<file path="src/common/exc_pkg.sv">
// Shared constants, slot map and decode functions for the exception state block
package exc_pkg;
    localparam int NUM_SLOT = 16;
    localparam int NUM_IRQ = 7;
    localparam int SLOT_W = 4;
    localparam int CFG_PRIO_W = 3;
    localparam int CFG_W = NUM_SLOT * CFG_PRIO_W;
    localparam int PRIO_W = 5;

    // Slot map: banked exceptions take one slot per security state
    localparam logic [SLOT_W-1:0] SLOT_NMI = 4'h0;
    localparam logic [SLOT_W-1:0] SLOT_HF_S = 4'h1;
    localparam logic [SLOT_W-1:0] SLOT_HF_NS = 4'h2;
    localparam logic [SLOT_W-1:0] SLOT_MM_S = 4'h3;
    localparam logic [SLOT_W-1:0] SLOT_MM_NS = 4'h4;
    localparam logic [SLOT_W-1:0] SLOT_BF = 4'h5;
    localparam logic [SLOT_W-1:0] SLOT_UF_S = 4'h6;
    localparam logic [SLOT_W-1:0] SLOT_UF_NS = 4'h7;
    localparam logic [SLOT_W-1:0] SLOT_SF = 4'h8;
    localparam logic [SLOT_W-1:0] SLOT_IRQ0 = 4'h9;

    // Slots that can never be disabled by software
    localparam logic [NUM_SLOT-1:0] FIXED_EN_MASK = 16'h0007;

    // Fixed priorities, two's complement in five bits
    localparam logic signed [PRIO_W-1:0] PRIO_HF_SEC_TOP = 5'sh1d;
    localparam logic signed [PRIO_W-1:0] PRIO_NMI = 5'sh1e;
    localparam logic signed [PRIO_W-1:0] PRIO_HF = 5'sh1f;
    localparam logic signed [PRIO_W-1:0] PRIO_THREAD = 5'sh08;

    // Vector table byte offsets
    localparam logic [31:0] VEC_RESET = 32'h00000004;
    localparam logic [31:0] VEC_NMI = 32'h00000008;
    localparam logic [31:0] VEC_HF = 32'h0000000c;
    localparam logic [31:0] VEC_MM = 32'h00000010;
    localparam logic [31:0] VEC_BF = 32'h00000014;
    localparam logic [31:0] VEC_UF = 32'h00000018;
    localparam logic [31:0] VEC_SF = 32'h0000001c;
    localparam logic [31:0] VEC_IRQ_BASE = 32'h00000040;

    // Priority of a slot; configurable slots read their three-bit field
    function automatic logic signed [PRIO_W-1:0] slot_prio(
        input logic [SLOT_W-1:0] s,
        input logic route,
        input logic [CFG_W-1:0] cfg
    );
        logic [CFG_PRIO_W-1:0] field;
        field = cfg[CFG_PRIO_W*s +: CFG_PRIO_W];
        case (s)
            SLOT_NMI: slot_prio = PRIO_NMI;
            SLOT_HF_S: slot_prio = route ? PRIO_HF_SEC_TOP : PRIO_HF;
            SLOT_HF_NS: slot_prio = PRIO_HF;
            default: slot_prio = $signed({2'h0, field});
        endcase
    endfunction

    // Security state that a slot's handler runs in
    function automatic logic slot_secure(
        input logic [SLOT_W-1:0] s,
        input logic route,
        input logic [NUM_IRQ-1:0] irq_ns
    );
        logic [SLOT_W-1:0] irq_idx;
        irq_idx = s - SLOT_IRQ0;
        case (s)
            SLOT_NMI, SLOT_BF: slot_secure = ~route;
            SLOT_HF_S, SLOT_MM_S, SLOT_UF_S, SLOT_SF: slot_secure = 1'b1;
            SLOT_HF_NS, SLOT_MM_NS, SLOT_UF_NS: slot_secure = 1'b0;
            default: slot_secure = ~irq_ns[irq_idx[2:0]];
        endcase
    endfunction

    // Handler vector address of a slot
    function automatic logic [31:0] vector_of(input logic [SLOT_W-1:0] s);
        logic [SLOT_W-1:0] irq_idx;
        irq_idx = s - SLOT_IRQ0;
        case (s)
            SLOT_NMI: vector_of = VEC_NMI;
            SLOT_HF_S, SLOT_HF_NS: vector_of = VEC_HF;
            SLOT_MM_S, SLOT_MM_NS: vector_of = VEC_MM;
            SLOT_BF: vector_of = VEC_BF;
            SLOT_UF_S, SLOT_UF_NS: vector_of = VEC_UF;
            SLOT_SF: vector_of = VEC_SF;
            default: vector_of = VEC_IRQ_BASE + {26'h0, irq_idx, 2'h0};
        endcase
    endfunction
endpackage

</file>
<file path="src/common/exc_slot_if.sv">
// Pending and active state of every exception slot, with its set and clear strobes
`timescale 1ns/1ps
interface exc_slot_if;
    logic [exc_pkg::NUM_SLOT-1:0] pend_set;
    logic [exc_pkg::NUM_SLOT-1:0] pend_clr;
    logic [exc_pkg::NUM_SLOT-1:0] act_set;
    logic [exc_pkg::NUM_SLOT-1:0] act_clr;
    logic [exc_pkg::NUM_SLOT-1:0] pending;
    logic [exc_pkg::NUM_SLOT-1:0] active;

    modport store (input pend_set, input pend_clr, input act_set, input act_clr, output pending, output active);
    modport ctrl (output pend_set, output pend_clr, output act_set, output act_clr, input pending, input active);
    modport view (input pending, input active);
endinterface

</file>
<file path="src/rtl/exc_arbiter.sv">
// Picks the most urgent enabled pending slot and the current execution priority
`timescale 1ns/1ps
module exc_arbiter (
    input wire logic route,
    input wire logic [exc_pkg::CFG_W-1:0] prio_cfg,
    input wire logic [exc_pkg::NUM_SLOT-1:0] en_mask,
    exc_slot_if.view slots,
    output logic win_valid,
    output logic [exc_pkg::SLOT_W-1:0] win_slot,
    output logic signed [exc_pkg::PRIO_W-1:0] win_prio,
    output logic signed [exc_pkg::PRIO_W-1:0] cur_prio
);
    import exc_pkg::*;

    // Scan downward so equal priorities go to the lower slot number
    always_comb begin
        logic signed [PRIO_W-1:0] p;
        p = PRIO_THREAD;
        win_valid = 1'b0;
        win_slot = '0;
        win_prio = PRIO_THREAD;
        cur_prio = PRIO_THREAD;
        for (int i = NUM_SLOT - 1; i >= 0; i--) begin
            p = slot_prio(i[SLOT_W-1:0], route, prio_cfg);
            if (slots.pending[i] && en_mask[i] && (!win_valid || p <= win_prio)) begin
                win_valid = 1'b1;
                win_slot = i[SLOT_W-1:0];
                win_prio = p;
            end
            if (slots.active[i] && p < cur_prio) begin
                cur_prio = p;
            end
        end
    end
endmodule // exc_arbiter

</file>
<file path="src/rtl/exc_slot_table.sv">
// Pending and active flops for every exception slot
`timescale 1ns/1ps
module exc_slot_table (
    input wire logic mclk,
    input wire logic rstn,
    exc_slot_if.store slots
);
    // Set beats clear, so a request landing on the entry cycle stays pending
    always_ff @(posedge mclk) begin
        if (!rstn) begin
            slots.pending <= '0;
            slots.active <= '0;
        end else begin
            slots.pending <= (slots.pending & ~slots.pend_clr) | slots.pend_set;
            slots.active <= (slots.active & ~slots.act_clr) | slots.act_set;
        end
    end
endmodule // exc_slot_table

</file>
<file path="src/rtl/exception_state_and_fault_routing.sv">
// Exception state tracking, reset restart and fault routing between security states
`timescale 1ns/1ps

// Notes on behaviour
// - Each slot inactive, pending, active, or both
// - Peripheral or software request sets pending
// - Nested handlers leave both slots active
// - Repeat request while active gives active-pending
// - Reset halts the core at once
// - Restart from reset vector, Secure, privileged, Thread
// - Non-maskable interrupt always enabled, priority -2
// - Only reset or Secure top fault preempts it
// - Routing bit picks non-maskable interrupt security
// - Escalated fault priority -1, above configurable ones
// - Bit 0: all escalations go Secure
// - Bit 1: Non-secure escalations stay Non-secure
// - Bit 1: Secure escalated fault at -3
// - Protection violations and execute-never fetches, banked
// - Bus errors raise the bus error fault
// - Bus error fault follows routing bit
// - Usage fault for undefined, unaligned, state, return
// - Unaligned and divide-by-zero only when enabled
// - Interrupt n vector at 0x40 plus 4n
// - Security violation fault always Secure
module exception_state_and_fault_routing (
    input wire logic mclk,
    input wire logic rstn,
    input wire logic fault_nmi_nonsecure_route,
    input wire logic [exc_pkg::NUM_IRQ-1:0] irq_req,
    input wire logic [exc_pkg::NUM_IRQ-1:0] irq_target_ns,
    input wire logic nmi_req,
    input wire logic sw_pend_valid,
    input wire logic [exc_pkg::SLOT_W-1:0] sw_pend_slot,
    input wire logic [exc_pkg::CFG_W-1:0] prio_cfg,
    input wire logic [exc_pkg::NUM_SLOT-1:0] cfg_enable,
    input wire logic cur_secure,
    input wire logic mpu_violation,
    input wire logic xn_fetch_abort,
    input wire logic bus_error,
    input wire logic undef_instr,
    input wire logic unaligned_illegal,
    input wire logic invalid_state,
    input wire logic exc_return_err,
    input wire logic unaligned_hit,
    input wire logic unaligned_trap_en,
    input wire logic div_zero_hit,
    input wire logic div_zero_trap_en,
    input wire logic secure_violation,
    input wire logic entry_ack,
    input wire logic return_valid,
    input wire logic [exc_pkg::SLOT_W-1:0] return_slot,
    output logic core_halt,
    output logic boot_fetch,
    output logic [31:0] boot_vector,
    output logic boot_secure,
    output logic boot_privileged,
    output logic thread_mode,
    output logic entry_valid,
    output logic [exc_pkg::SLOT_W-1:0] entry_slot,
    output logic [31:0] entry_vector,
    output logic entry_secure,
    output logic signed [exc_pkg::PRIO_W-1:0] cur_prio,
    output logic [exc_pkg::NUM_SLOT-1:0] exc_pending,
    output logic [exc_pkg::NUM_SLOT-1:0] exc_active
);
    import exc_pkg::*;

    typedef enum logic [1:0] {BOOT_HOLD, BOOT_FETCH, BOOT_RUN} boot_t;

    boot_t boot_state;
    boot_t next_boot_state;

    exc_slot_if slots();

    wire route;
    wire [NUM_SLOT-1:0] en_mask;
    wire win_valid;
    wire [SLOT_W-1:0] win_slot;
    wire signed [PRIO_W-1:0] win_prio;
    wire signed [PRIO_W-1:0] cur_prio_w;
    wire taking;
    wire running;
    wire mm_req;
    wire uf_req;
    wire [NUM_SLOT-1:0] fault_req;
    wire [NUM_SLOT-1:0] irq_bits;
    wire [NUM_SLOT-1:0] sw_bits;
    wire [NUM_SLOT-1:0] nmi_bits;
    wire [NUM_SLOT-1:0] take_bits;
    wire [NUM_SLOT-1:0] ret_bits;
    logic [NUM_SLOT-1:0] direct_bits;
    logic esc_secure;
    logic esc_nonsecure;
    logic [NUM_SLOT-1:0] esc_bits;
    logic next_entry_valid;

    // One-hot of a slot index, shared by the strobe decoders
    function automatic logic [NUM_SLOT-1:0] onehot(input logic [SLOT_W-1:0] s);
        onehot = '0;
        onehot[s] = 1'b1;
    endfunction

    // Slot state storage and the winner search
    exc_slot_table u_table (
        .mclk(mclk),
        .rstn(rstn),
        .slots(slots)
    );

    exc_arbiter u_arbiter (
        .route(route),
        .prio_cfg(prio_cfg),
        .en_mask(en_mask),
        .slots(slots),
        .win_valid(win_valid),
        .win_slot(win_slot),
        .win_prio(win_prio),
        .cur_prio(cur_prio_w)
    );

    // Routing bit and enables; fixed-priority slots ignore software enables
    assign route = fault_nmi_nonsecure_route;
    assign en_mask = cfg_enable | FIXED_EN_MASK;
    assign running = (boot_state == BOOT_RUN);

    // Reset stops the core in the same cycle, not at an instruction boundary
    assign core_halt = !rstn || !running;

    // Fault causes gathered per exception kind
    assign mm_req = mpu_violation | xn_fetch_abort;
    assign uf_req = undef_instr | unaligned_illegal | invalid_state | exc_return_err
        | (unaligned_hit & unaligned_trap_en) | (div_zero_hit & div_zero_trap_en);

    // Banked faults land in the bank of the current security state
    assign fault_req[SLOT_NMI] = 1'b0;
    assign fault_req[SLOT_HF_S] = 1'b0;
    assign fault_req[SLOT_HF_NS] = 1'b0;
    assign fault_req[SLOT_MM_S] = mm_req & cur_secure;
    assign fault_req[SLOT_MM_NS] = mm_req & ~cur_secure;
    assign fault_req[SLOT_BF] = bus_error;
    assign fault_req[SLOT_UF_S] = uf_req & cur_secure;
    assign fault_req[SLOT_UF_NS] = uf_req & ~cur_secure;
    assign fault_req[SLOT_SF] = secure_violation;
    assign fault_req[NUM_SLOT-1:SLOT_IRQ0] = '0;

    // Asynchronous request sources
    assign irq_bits = {irq_req, {SLOT_IRQ0{1'b0}}};
    assign sw_bits = sw_pend_valid ? onehot(sw_pend_slot) : '0;
    assign nmi_bits = nmi_req ? onehot(SLOT_NMI) : '0;

    // A fault that is disabled or cannot preempt escalates instead.
    // With the routing bit set, the target depends on where the fault was headed; clear, it is Secure.
    always_comb begin
        direct_bits = '0;
        esc_secure = 1'b0;
        esc_nonsecure = 1'b0;
        for (int i = 0; i < NUM_SLOT; i++) begin
            if (fault_req[i]) begin
                if (en_mask[i] && slot_prio(i[SLOT_W-1:0], route, prio_cfg) < cur_prio_w) begin
                    direct_bits[i] = 1'b1;
                end else if (!route || slot_secure(i[SLOT_W-1:0], route, irq_target_ns)) begin
                    esc_secure = 1'b1;
                end else begin
                    esc_nonsecure = 1'b1;
                end
            end
        end
        esc_bits = '0;
        esc_bits[SLOT_HF_S] = esc_secure;
        esc_bits[SLOT_HF_NS] = esc_nonsecure;
    end

    // Entry and return strobes; only an active slot can be returned from
    assign taking = entry_valid & entry_ack;
    assign take_bits = taking ? onehot(entry_slot) : '0;
    assign ret_bits = (return_valid && slots.active[return_slot]) ? onehot(return_slot) : '0;

    // A request while active sets pending on top of active
    assign slots.pend_set = irq_bits | sw_bits | nmi_bits | direct_bits | esc_bits;
    assign slots.pend_clr = take_bits;
    assign slots.act_set = take_bits;
    assign slots.act_clr = ret_bits;

    // The pair {active, pending} per slot is its four-way state
    assign exc_pending = slots.pending;
    assign exc_active = slots.active;
    assign thread_mode = ~|slots.active;

    // Offer an entry only when the winner outranks what is running.
    // The non-maskable interrupt at -2 is beaten only by the -3 level.
    always_comb begin
        next_entry_valid = running && win_valid && (win_prio < cur_prio_w) && !taking;
    end

    // Registered entry offer; a one-cycle gap follows each acceptance
    // so the offer never shows a slot that was just taken.
    always_ff @(posedge mclk) begin
        if (!rstn) begin
            entry_valid <= 1'b0;
            entry_slot <= '0;
            entry_vector <= '0;
            entry_secure <= 1'b1;
            cur_prio <= PRIO_THREAD;
        end else begin
            entry_valid <= next_entry_valid;
            entry_slot <= win_slot;
            entry_vector <= vector_of(win_slot);
            entry_secure <= slot_secure(win_slot, route, irq_target_ns);
            cur_prio <= cur_prio_w;
        end
    end

    // Restart sequence after reset release
    always_comb begin
        case (boot_state)
            BOOT_HOLD: next_boot_state = BOOT_FETCH;
            BOOT_FETCH: next_boot_state = BOOT_RUN;
            BOOT_RUN: next_boot_state = BOOT_RUN;
            default: next_boot_state = BOOT_HOLD;
        endcase
    end

    always_ff @(posedge mclk) begin
        if (!rstn) begin
            boot_state <= BOOT_HOLD;
        end else begin
            boot_state <= next_boot_state;
        end
    end

    // Restart always Secure and privileged; reset has no bank
    always_ff @(posedge mclk) begin
        if (!rstn) begin
            boot_fetch <= 1'b0;
            boot_vector <= VEC_RESET;
            boot_secure <= 1'b1;
            boot_privileged <= 1'b1;
        end else begin
            boot_fetch <= (next_boot_state == BOOT_FETCH);
            boot_vector <= VEC_RESET;
            boot_secure <= 1'b1;
            boot_privileged <= 1'b1;
        end
    end
endmodule // exception_state_and_fault_routing

</file>
<file path="config.mk">
export PLATFORM = sky130hd
export DESIGN_NAME = exception_state_and_fault_routing
export DESIGN_NICKNAME = d
export VERILOG_FILES = /design/src/common/exc_pkg.sv /design/src/common/exc_slot_if.sv /design/src/rtl/exc_arbiter.sv /design/src/rtl/exc_slot_table.sv /design/src/rtl/exception_state_and_fault_routing.sv
export SDC_FILE = /design/constraint.sdc
export NUM_CORES = 1
export LEC_CHECK = 0
export ABC_AREA = 1
export ABC_CLOCK_PERIOD_IN_PS = 18150
export BUFFER_PORTS_ARGS = -buffer_cell sky130_fd_sc_hd__buf_2
export CAP_MARGIN = 20
export CORE_MARGIN = 2
export CORE_UTILIZATION = 54
export CTS_CLUSTER_DIAMETER = 30
export DETAILED_ROUTE_END_ITERATION = 16
export GPL_TIMING_DRIVEN = 0
export PLACE_DENSITY = 0.8
export SYNTH_ARGS = -nofsm -noshare
export SYNTH_HDL_FRONTEND = slang
export SYNTH_HIERARCHICAL = 1
export SYNTH_SLANG_ARGS = --single-unit
</file>
<file path="constraint.sdc">
create_clock -name mclk -period 18.15 [get_ports mclk]
set_clock_uncertainty 0.15 [all_clocks]
set_input_delay 3.63 -clock mclk [delete_from_list [all_inputs] [get_ports mclk]]
set_output_delay 3.63 -clock mclk [all_outputs]
set_load 0.01 [all_outputs]
</file>
**After elaboration in Yosys (flattened, before gate mapping)**

Cells that the tools add are included.

- Register bits after elaboration: 78
- Output and inout bits: 112
- Input port bits: 106
- Logic and storage cells: 350

- Bitwise operators: 26
- $lt $le $gt $ge: 45
- Reduce and logical (&&, ||, !) cells: 109
- Equal/unequal tests: 11
- Muxes and demuxes: 148
- $add $sub $neg: 2

Operators with widths:

| operator | number |
|---|---|
| two-way mux 4 bit | 42 |
| two-way mux 1 bit | 82 |
| two-way mux 5 bit | 12 |
| logical AND 1 bit | 57 |
| less-or-equal comparator 3 x 4 -> 1 bit | 12 |
| < comparator 3 x 4 -> 1 bit | 12 |
| two-way mux 16 bit | 3 |
| bitwise OR 16 bit | 3 |
| case mux 8 bit (6 select lines) | 1 |
| < comparator 5 bit | 8 |
| AND 16 bit | 2 |
| inverter 16 bit | 2 |
| logical OR 1 bit | 22 |
| zero test 1 bit | 20 |
| == test 4 x 3 -> 1 bit, second input constant | 4 |
| bitwise OR 16 x 1 -> 16 bit | 1 |
| bitwise OR 16 x 3 -> 16 bit | 1 |
| bitwise OR 16 x 9 -> 16 bit | 1 |
| OR reduction 16 bit | 1 |
| < comparator 4 x 5 -> 1 bit, second input constant | 3 |
| demux 1 bit (select 4 bit) | 3 |
| >= comparator 4 x 1 -> 1 bit, second input constant | 3 |
| OR reduction 2 bit | 5 |
| adder 7 x 6 -> 8 bit, first input constant | 1 |
| 24 further kinds | 40 |

**Logic depth before layout (Yosys ltp)**

- Depth in word-level cells: 73
- Mapped depth: 106
- Gate-level depth less buffers: 105

**By module**

Netlist, hierarchy kept.

Modules (own cells, without submodules):

| module | instances | area an instance (µm²) | seq. area each (µm²) | cells each |
|---|---|---|---|---|
| exc_arbiter | 1 | 3029.2 | 0.0 | 518 |
| exception_state_and_fault_routing | 1 | 2707.6 | 360.3 | 459 |
| exc_slot_table | 1 | 1311.3 | 640.6 | 164 |

**Least setup slack after synthesis**

OpenSTA, ideal clock, no wires.

- Kind: input to register
- Start point: in cfg_enable[15] (netlist name)
- End point: reg entry_vector[2]
- Data required time: 17.942 ns
- Setup time: 0.058 ns
- Cell stages on the path: 96
- Data arrival time: 16.866 ns
- Slack: 1.076 ns
- Path buffers: 1
- Cell sequence: nand2_1 > inv_1 > nand2_1 > ha_1 > a21oi_1 > o22ai_1 > a21oi_1 > inv_1 > o21ai_0 > ha_1 > a21oi_1 > o21ai_0 > nand3_1 > nand2_1 > o21ai_0 > ha_1 > a21oi_1 > o21ai_0 > [... 60 more ...] > ha_1 > inv_1 > nor2_1 > o21a_1 > o211ai_1 > nand2_1 > nand2_1 > nand2_1 > a21oi_1 > buf_4 > inv_1 > ha_1 > nand3_1 > nand3_1 > nor2_2 > nand2_2 > nor2_1 > o21a_1

- Cells in the longest elaborated chain, start to end: 65
- Elaborated cells on any way between the ends: 122
- Classes of those cells: add/sub: 2; order compare: 15; eq/ne: 8; mux: 47; reduce/logical: 50

Ends and longest elaborated chain:

| item | RTL line | source |
|---|---|---|
| start, declared | exception_state_and_fault_routing.sv:35 | `input wire logic [exc_pkg::NUM_SLOT-1:0] cfg_enable,` |
| logical AND 1 bit * | exc_arbiter.sv:25 | `if (slots.pending[i] && en_mask[i] && (!win_valid \|\| p <= win_prio)) begin` |
| two-way mux 4 bit / two-way mux 1 bit (equally long branches) | exc_arbiter.sv:25 |  |
| less-or-equal comparator 3 x 4 -> 1 bit / zero test 1 bit (equally long branches) | exc_arbiter.sv:25 |  |
| logical OR 1 bit | exc_arbiter.sv:25 |  |
| logical AND 1 bit | exc_arbiter.sv:25 |  |
| two-way mux 4 bit / two-way mux 1 bit (equally long branches) | exc_arbiter.sv:25 |  |
| less-or-equal comparator 3 x 4 -> 1 bit / zero test 1 bit (equally long branches) | exc_arbiter.sv:25 |  |
| logical OR 1 bit | exc_arbiter.sv:25 |  |
| [... 50 more ...] | -- |  |
| less-or-equal comparator 2 x 5 -> 1 bit / zero test 1 bit (equally long branches) | exc_arbiter.sv:25 |  |
| logical OR 1 bit | exc_arbiter.sv:25 |  |
| logical AND 1 bit | exc_arbiter.sv:25 |  |
| two-way mux 4 bit * | exc_arbiter.sv:25 |  |
| via win_slot[0] | exception_state_and_fault_routing.sv:78 | `wire [SLOT_W-1:0] win_slot;` |
| subtractor 4 bit, or another cell as far along | -- |  |
| adder 7 x 6 -> 8 bit / OR reduction 2 bit (equally long branches) | exc_pkg.sv:84, exc_pkg.sv:77 |  |
| case mux 8 bit (6 select lines) * | exc_pkg.sv:77 | `case (s)` |
| end signal, assigned | exception_state_and_fault_routing.sv:207 | `entry_vector <= vector_of(win_slot);` |
| end, declared | exception_state_and_fault_routing.sv:60 | `output logic [31:0] entry_vector,` |

The timed path passes the listed nets; every way through them passes the cells marked *.
A chain may end at the register's enable or synchronous reset.

**Worst setup path after layout**

- Start point: in cfg_enable[15] (netlist name)
- End point: reg entry_vector[2]

- Cells in the longest elaborated chain, start to end: 65
- Elaborated cells on any way between the ends: 122
- Classes of those cells: add/sub: 2; order compare: 15; eq/ne: 8; mux: 47; reduce/logical: 50

Ends and longest elaborated chain:

| item | RTL line |
|---|---|
| logical AND 1 bit * | exc_arbiter.sv:25 |
| two-way mux 4 bit / two-way mux 1 bit (equally long branches) | exc_arbiter.sv:25 |
| less-or-equal comparator 3 x 4 -> 1 bit / zero test 1 bit (equally long branches) | exc_arbiter.sv:25 |
| logical OR 1 bit | exc_arbiter.sv:25 |
| logical AND 1 bit | exc_arbiter.sv:25 |
| two-way mux 4 bit / two-way mux 1 bit (equally long branches) | exc_arbiter.sv:25 |
| less-or-equal comparator 3 x 4 -> 1 bit / zero test 1 bit (equally long branches) | exc_arbiter.sv:25 |
| logical OR 1 bit | exc_arbiter.sv:25 |
| [... 50 more ...] | -- |
| less-or-equal comparator 2 x 5 -> 1 bit / zero test 1 bit (equally long branches) | exc_arbiter.sv:25 |
| logical OR 1 bit | exc_arbiter.sv:25 |
| logical AND 1 bit | exc_arbiter.sv:25 |
| two-way mux 4 bit * | exc_arbiter.sv:25 |
| via win_slot[2] | exception_state_and_fault_routing.sv:78 |
| == test 4 x 3 -> 1 bit, or another cell as far along | exc_pkg.sv:77 |
| OR reduction 2 bit | exc_pkg.sv:77 |
| case mux 8 bit (6 select lines) * | exc_pkg.sv:77 |

Marks and branches as above.

==> key figures <==
Outcome
  – Outcome: complete, no violations

Cells and area
  – Most common cell after layout, fill and taps aside: nand2_1
  – Fill cells: around 1100
  – Area grow syn2layout: 27.0%
  – Most frequent cells in the layout: nand2_1 (287), inv_1 (198), buf_2 (142)
  – Antenna diodes: 0
  – Share of layout cells above drive strength 1: 0.304
  – Nets@finish: ~1600

Clocking
  – CTS clk-pin slew, worst paths: about 0.070 ns
  – Hold-fix buffers at CTS: 0
  – Root Buffer: clkbuf_16
  – Total CTS buffers: 5
  – Bufs on Longest Clock Path: 2
  – Clk Latency, worst-skew pair: between 0.2 and 0.3 ns
  – Clk sinks: 50
  – H-tree depth: 2
  – CTS tree: yes

Worst setup path
  – WP data required: roughly 18 ns
  – FF-to-FF End: entry_vector[2]
  – Most common cell on crit path: nand2_2
  – Critical path fanouts, max: 8
  – Worst R2R Start: u_table/slots.pending[15]
  – Worst R2R Path Depth: just over 100
  – Reg2reg setup slack: 3.67 ns
  – Kind of critical path: primary input to flip-flop
  – Startpoint class of the critical path: primary input
  – Nature of the critical path endpoint: flip-flop
  – Critical path's largest stage delay: between 0.5 and 0.6 ns
  – Worst path arrival time: between 15 and 20 ns
  – Crit path max-delay cell type: nor3_2

Drt
  – Number of DRC markers in iteration 0: about 570
  – Routed via count: ~7800
  – Vias/cell: approximately 5.0
  – Routed Antenna Nets: 0
  – Drt wl/cell: ~13 um
  – DRT Pass-1 Iters: 5
  – Post-Route WL: between 15 and 20 mm
  – DRC Markers: 0

Timing
  – Final hold violations: 0
  – Max-Slew Margin vs Limit: 0.561
  – Max-slew violations: 0
  – Unrepaired setup endpoints after global routing: yes
  – Hold_ws: ~0.34 ns
  – Slew @ Worst Pin: 0.654 ns
  – Fmax: about 0.057 GHz
  – Min cycle time layout: about 17 ns
  – Period Utilization, post-route: 0.964
  – Final setup violation count: 0

Global routing
  – Initial antenna violation count: 0
  – GRT Total Usage: 0.264
  – Grt total ovfl: 0
  – First-pass GRT wire length: between 30 and 40 mm
  – Vias in the first global route: a little under 7000
  – Largest net degree at the start of global routing: 16

Power
  – Power, Total: between 500 and 600 uW
  – Power per cell area: approximately 58 nW/um^2
  – VDD IR max: approximately 63 uV
  – LEAKAGE: about 0.0048 uW

Die
  – Row cnt: 41
  – Die ar.: 14000 um^2
  – CORE AREA: 12700 um^2
  – Initial Util: 0.556
  – Die H: 118 um
  – Chip width: 118 um
  – Io pins: 218

Synthesis
  – Post-synth EDFFs: 0
  – Warnings, synthesis: 6
  – Mapped Area: a little over 7000 um^2
  – Register bit count reported by yosys: 50
  – Prevailing post-synth register cell: dfxtp_1
  – Post-synthesis sequential area ratio: 0.142
  – Ys async rst share: 0
  – Mapped Cells: ~1100
  – Synthesized area per cell: ~6.2 um^2
  – Post-synth cell types: 35

Hold path
  – Hold EP: u_table/slots.pending[14]
  – HP Class: flip-flop to flip-flop
  – Hold Path Origin: u_table/slots.pending[14]
  – Hold path depth: 2

Placement
  – DP HPWL: 15.9 mm
  – GP Congestion: between 0.9 and 1
  – PortBufs: 142

Flow run
  – Max-cap violations: 0
[report_power, final]
| part | switching (uW) | leakage [uW] | internal (uW) | total [uW] |
|---|---|---|---|---|
| Sequential | 6.26 | 0.000410 | 121 | 127 |
| Clock | 40.6 | 0.0000771 | 65.1 | 106 |
| Combinational | 164 | 0.00431 | 118 | 282 |
[worst max-delay path: cells and delay by family]
family / cells / cell delay [ns]
compound gates: 37 / 5.10
buf+inv: 14 / 1.11
simple gates: 40 / 4.20
fa+ha+maj: 12 / 3.43
[per-stage QoR]
stage	area (um^2)	setup WS (ns)	util	TNS, ns	std cells
detailed placement	8210	-1.23	0.648	-8.86	1517
finish	8950	0.657	0.706	0	1549
floorplan	7280	1.08	-	0	1203
global placement	8210	-0.783	0.648	-4.53	1517
CTS	8400	0.0151	0.663	0	1525
global route	8950	-0.308	0.706	-1.24	1549
[repair_timing]
item / CTS / global route
gates cloned: 0 / 2
gates resized for setup: 16 / 106
endpoints found under the setup margin: 10 / 19
buffers inserted: 0 / 22
pin swaps: 0 / 64
[how the worst max path moves through the flow]
stage | start | to | slack (ns) | cells after the start
finish | cfg_enable[15] | entry_vector[2] | 0.66 | 103
global placement | cfg_enable[15] | entry_vector[2] | -0.78 | 96
global route | cfg_enable[15] | entry_vector[2] | -0.31 | 103
CTS | cfg_enable[15] | entry_vector[2] | 0.02 | 100
floorplan | cfg_enable[15] | entry_vector[2] | 1.08 | 96
detailed placement | cfg_enable[15] | entry_vector[2] | -1.23 | 96
[registers in the layout, summed over array words and instances (netlist names), 4 cells and up]
register	flops
u_table/slots.pending	16
u_table/slots.active	16
entry_vector	5
entry_slot	4
cur_prio	5
[layer usage]
layer	vias up	global-route usage	wire [um]
met5	-	0	0
met2	321	0.450	9480
li1	4007	-	-
met3	38	0.0270	1300
met1	3431	0.351	8760
met4	0	0.0745	449
[final cells by class]
type,count,area (um^2),share of cell area
clock inverter,2,37.5,0.00419
buffer,72,548,0.0612
tap,172,215,0.0240
timing repair buffer,164,876,0.0979
clock buffer,6,129,0.0144
inverter,205,776,0.0867
sequential,50,1000,0.112
multi-input combinational,878,5370,0.600
[synthesized netlist by cell type (10+ instances only)]
cell type	count	share of area
or2_2	12	0.011
nand4_1	25	0.022
a21oi_1	27	0.019
o21ai_0	70	0.050
nand2_2	26	0.023
dfxtp_1	50	0.14
a21oi_2	30	0.037
ha_1	82	0.15
nor3_1	14	0.0099
nor2_1	83	0.044
o211ai_1	11	0.012
inv_1	202	0.11
nor3_2	10	0.014
nand2_1	311	0.17
nand3_2	15	0.021
buf_4	63	0.067
nand3_1	44	0.031
[cell families after synthesis]
family / synth area share
AO/OA/AOI/OAI: 0.148
XOR/XNOR: 0.00249
adder cells (fa/ha/maj): 0.146
buffers and inverters: 0.186
flip-flops: 0.142
other: 0.00107
AND/OR/NAND/NOR: 0.374
(Power assumes the default switching activity.)
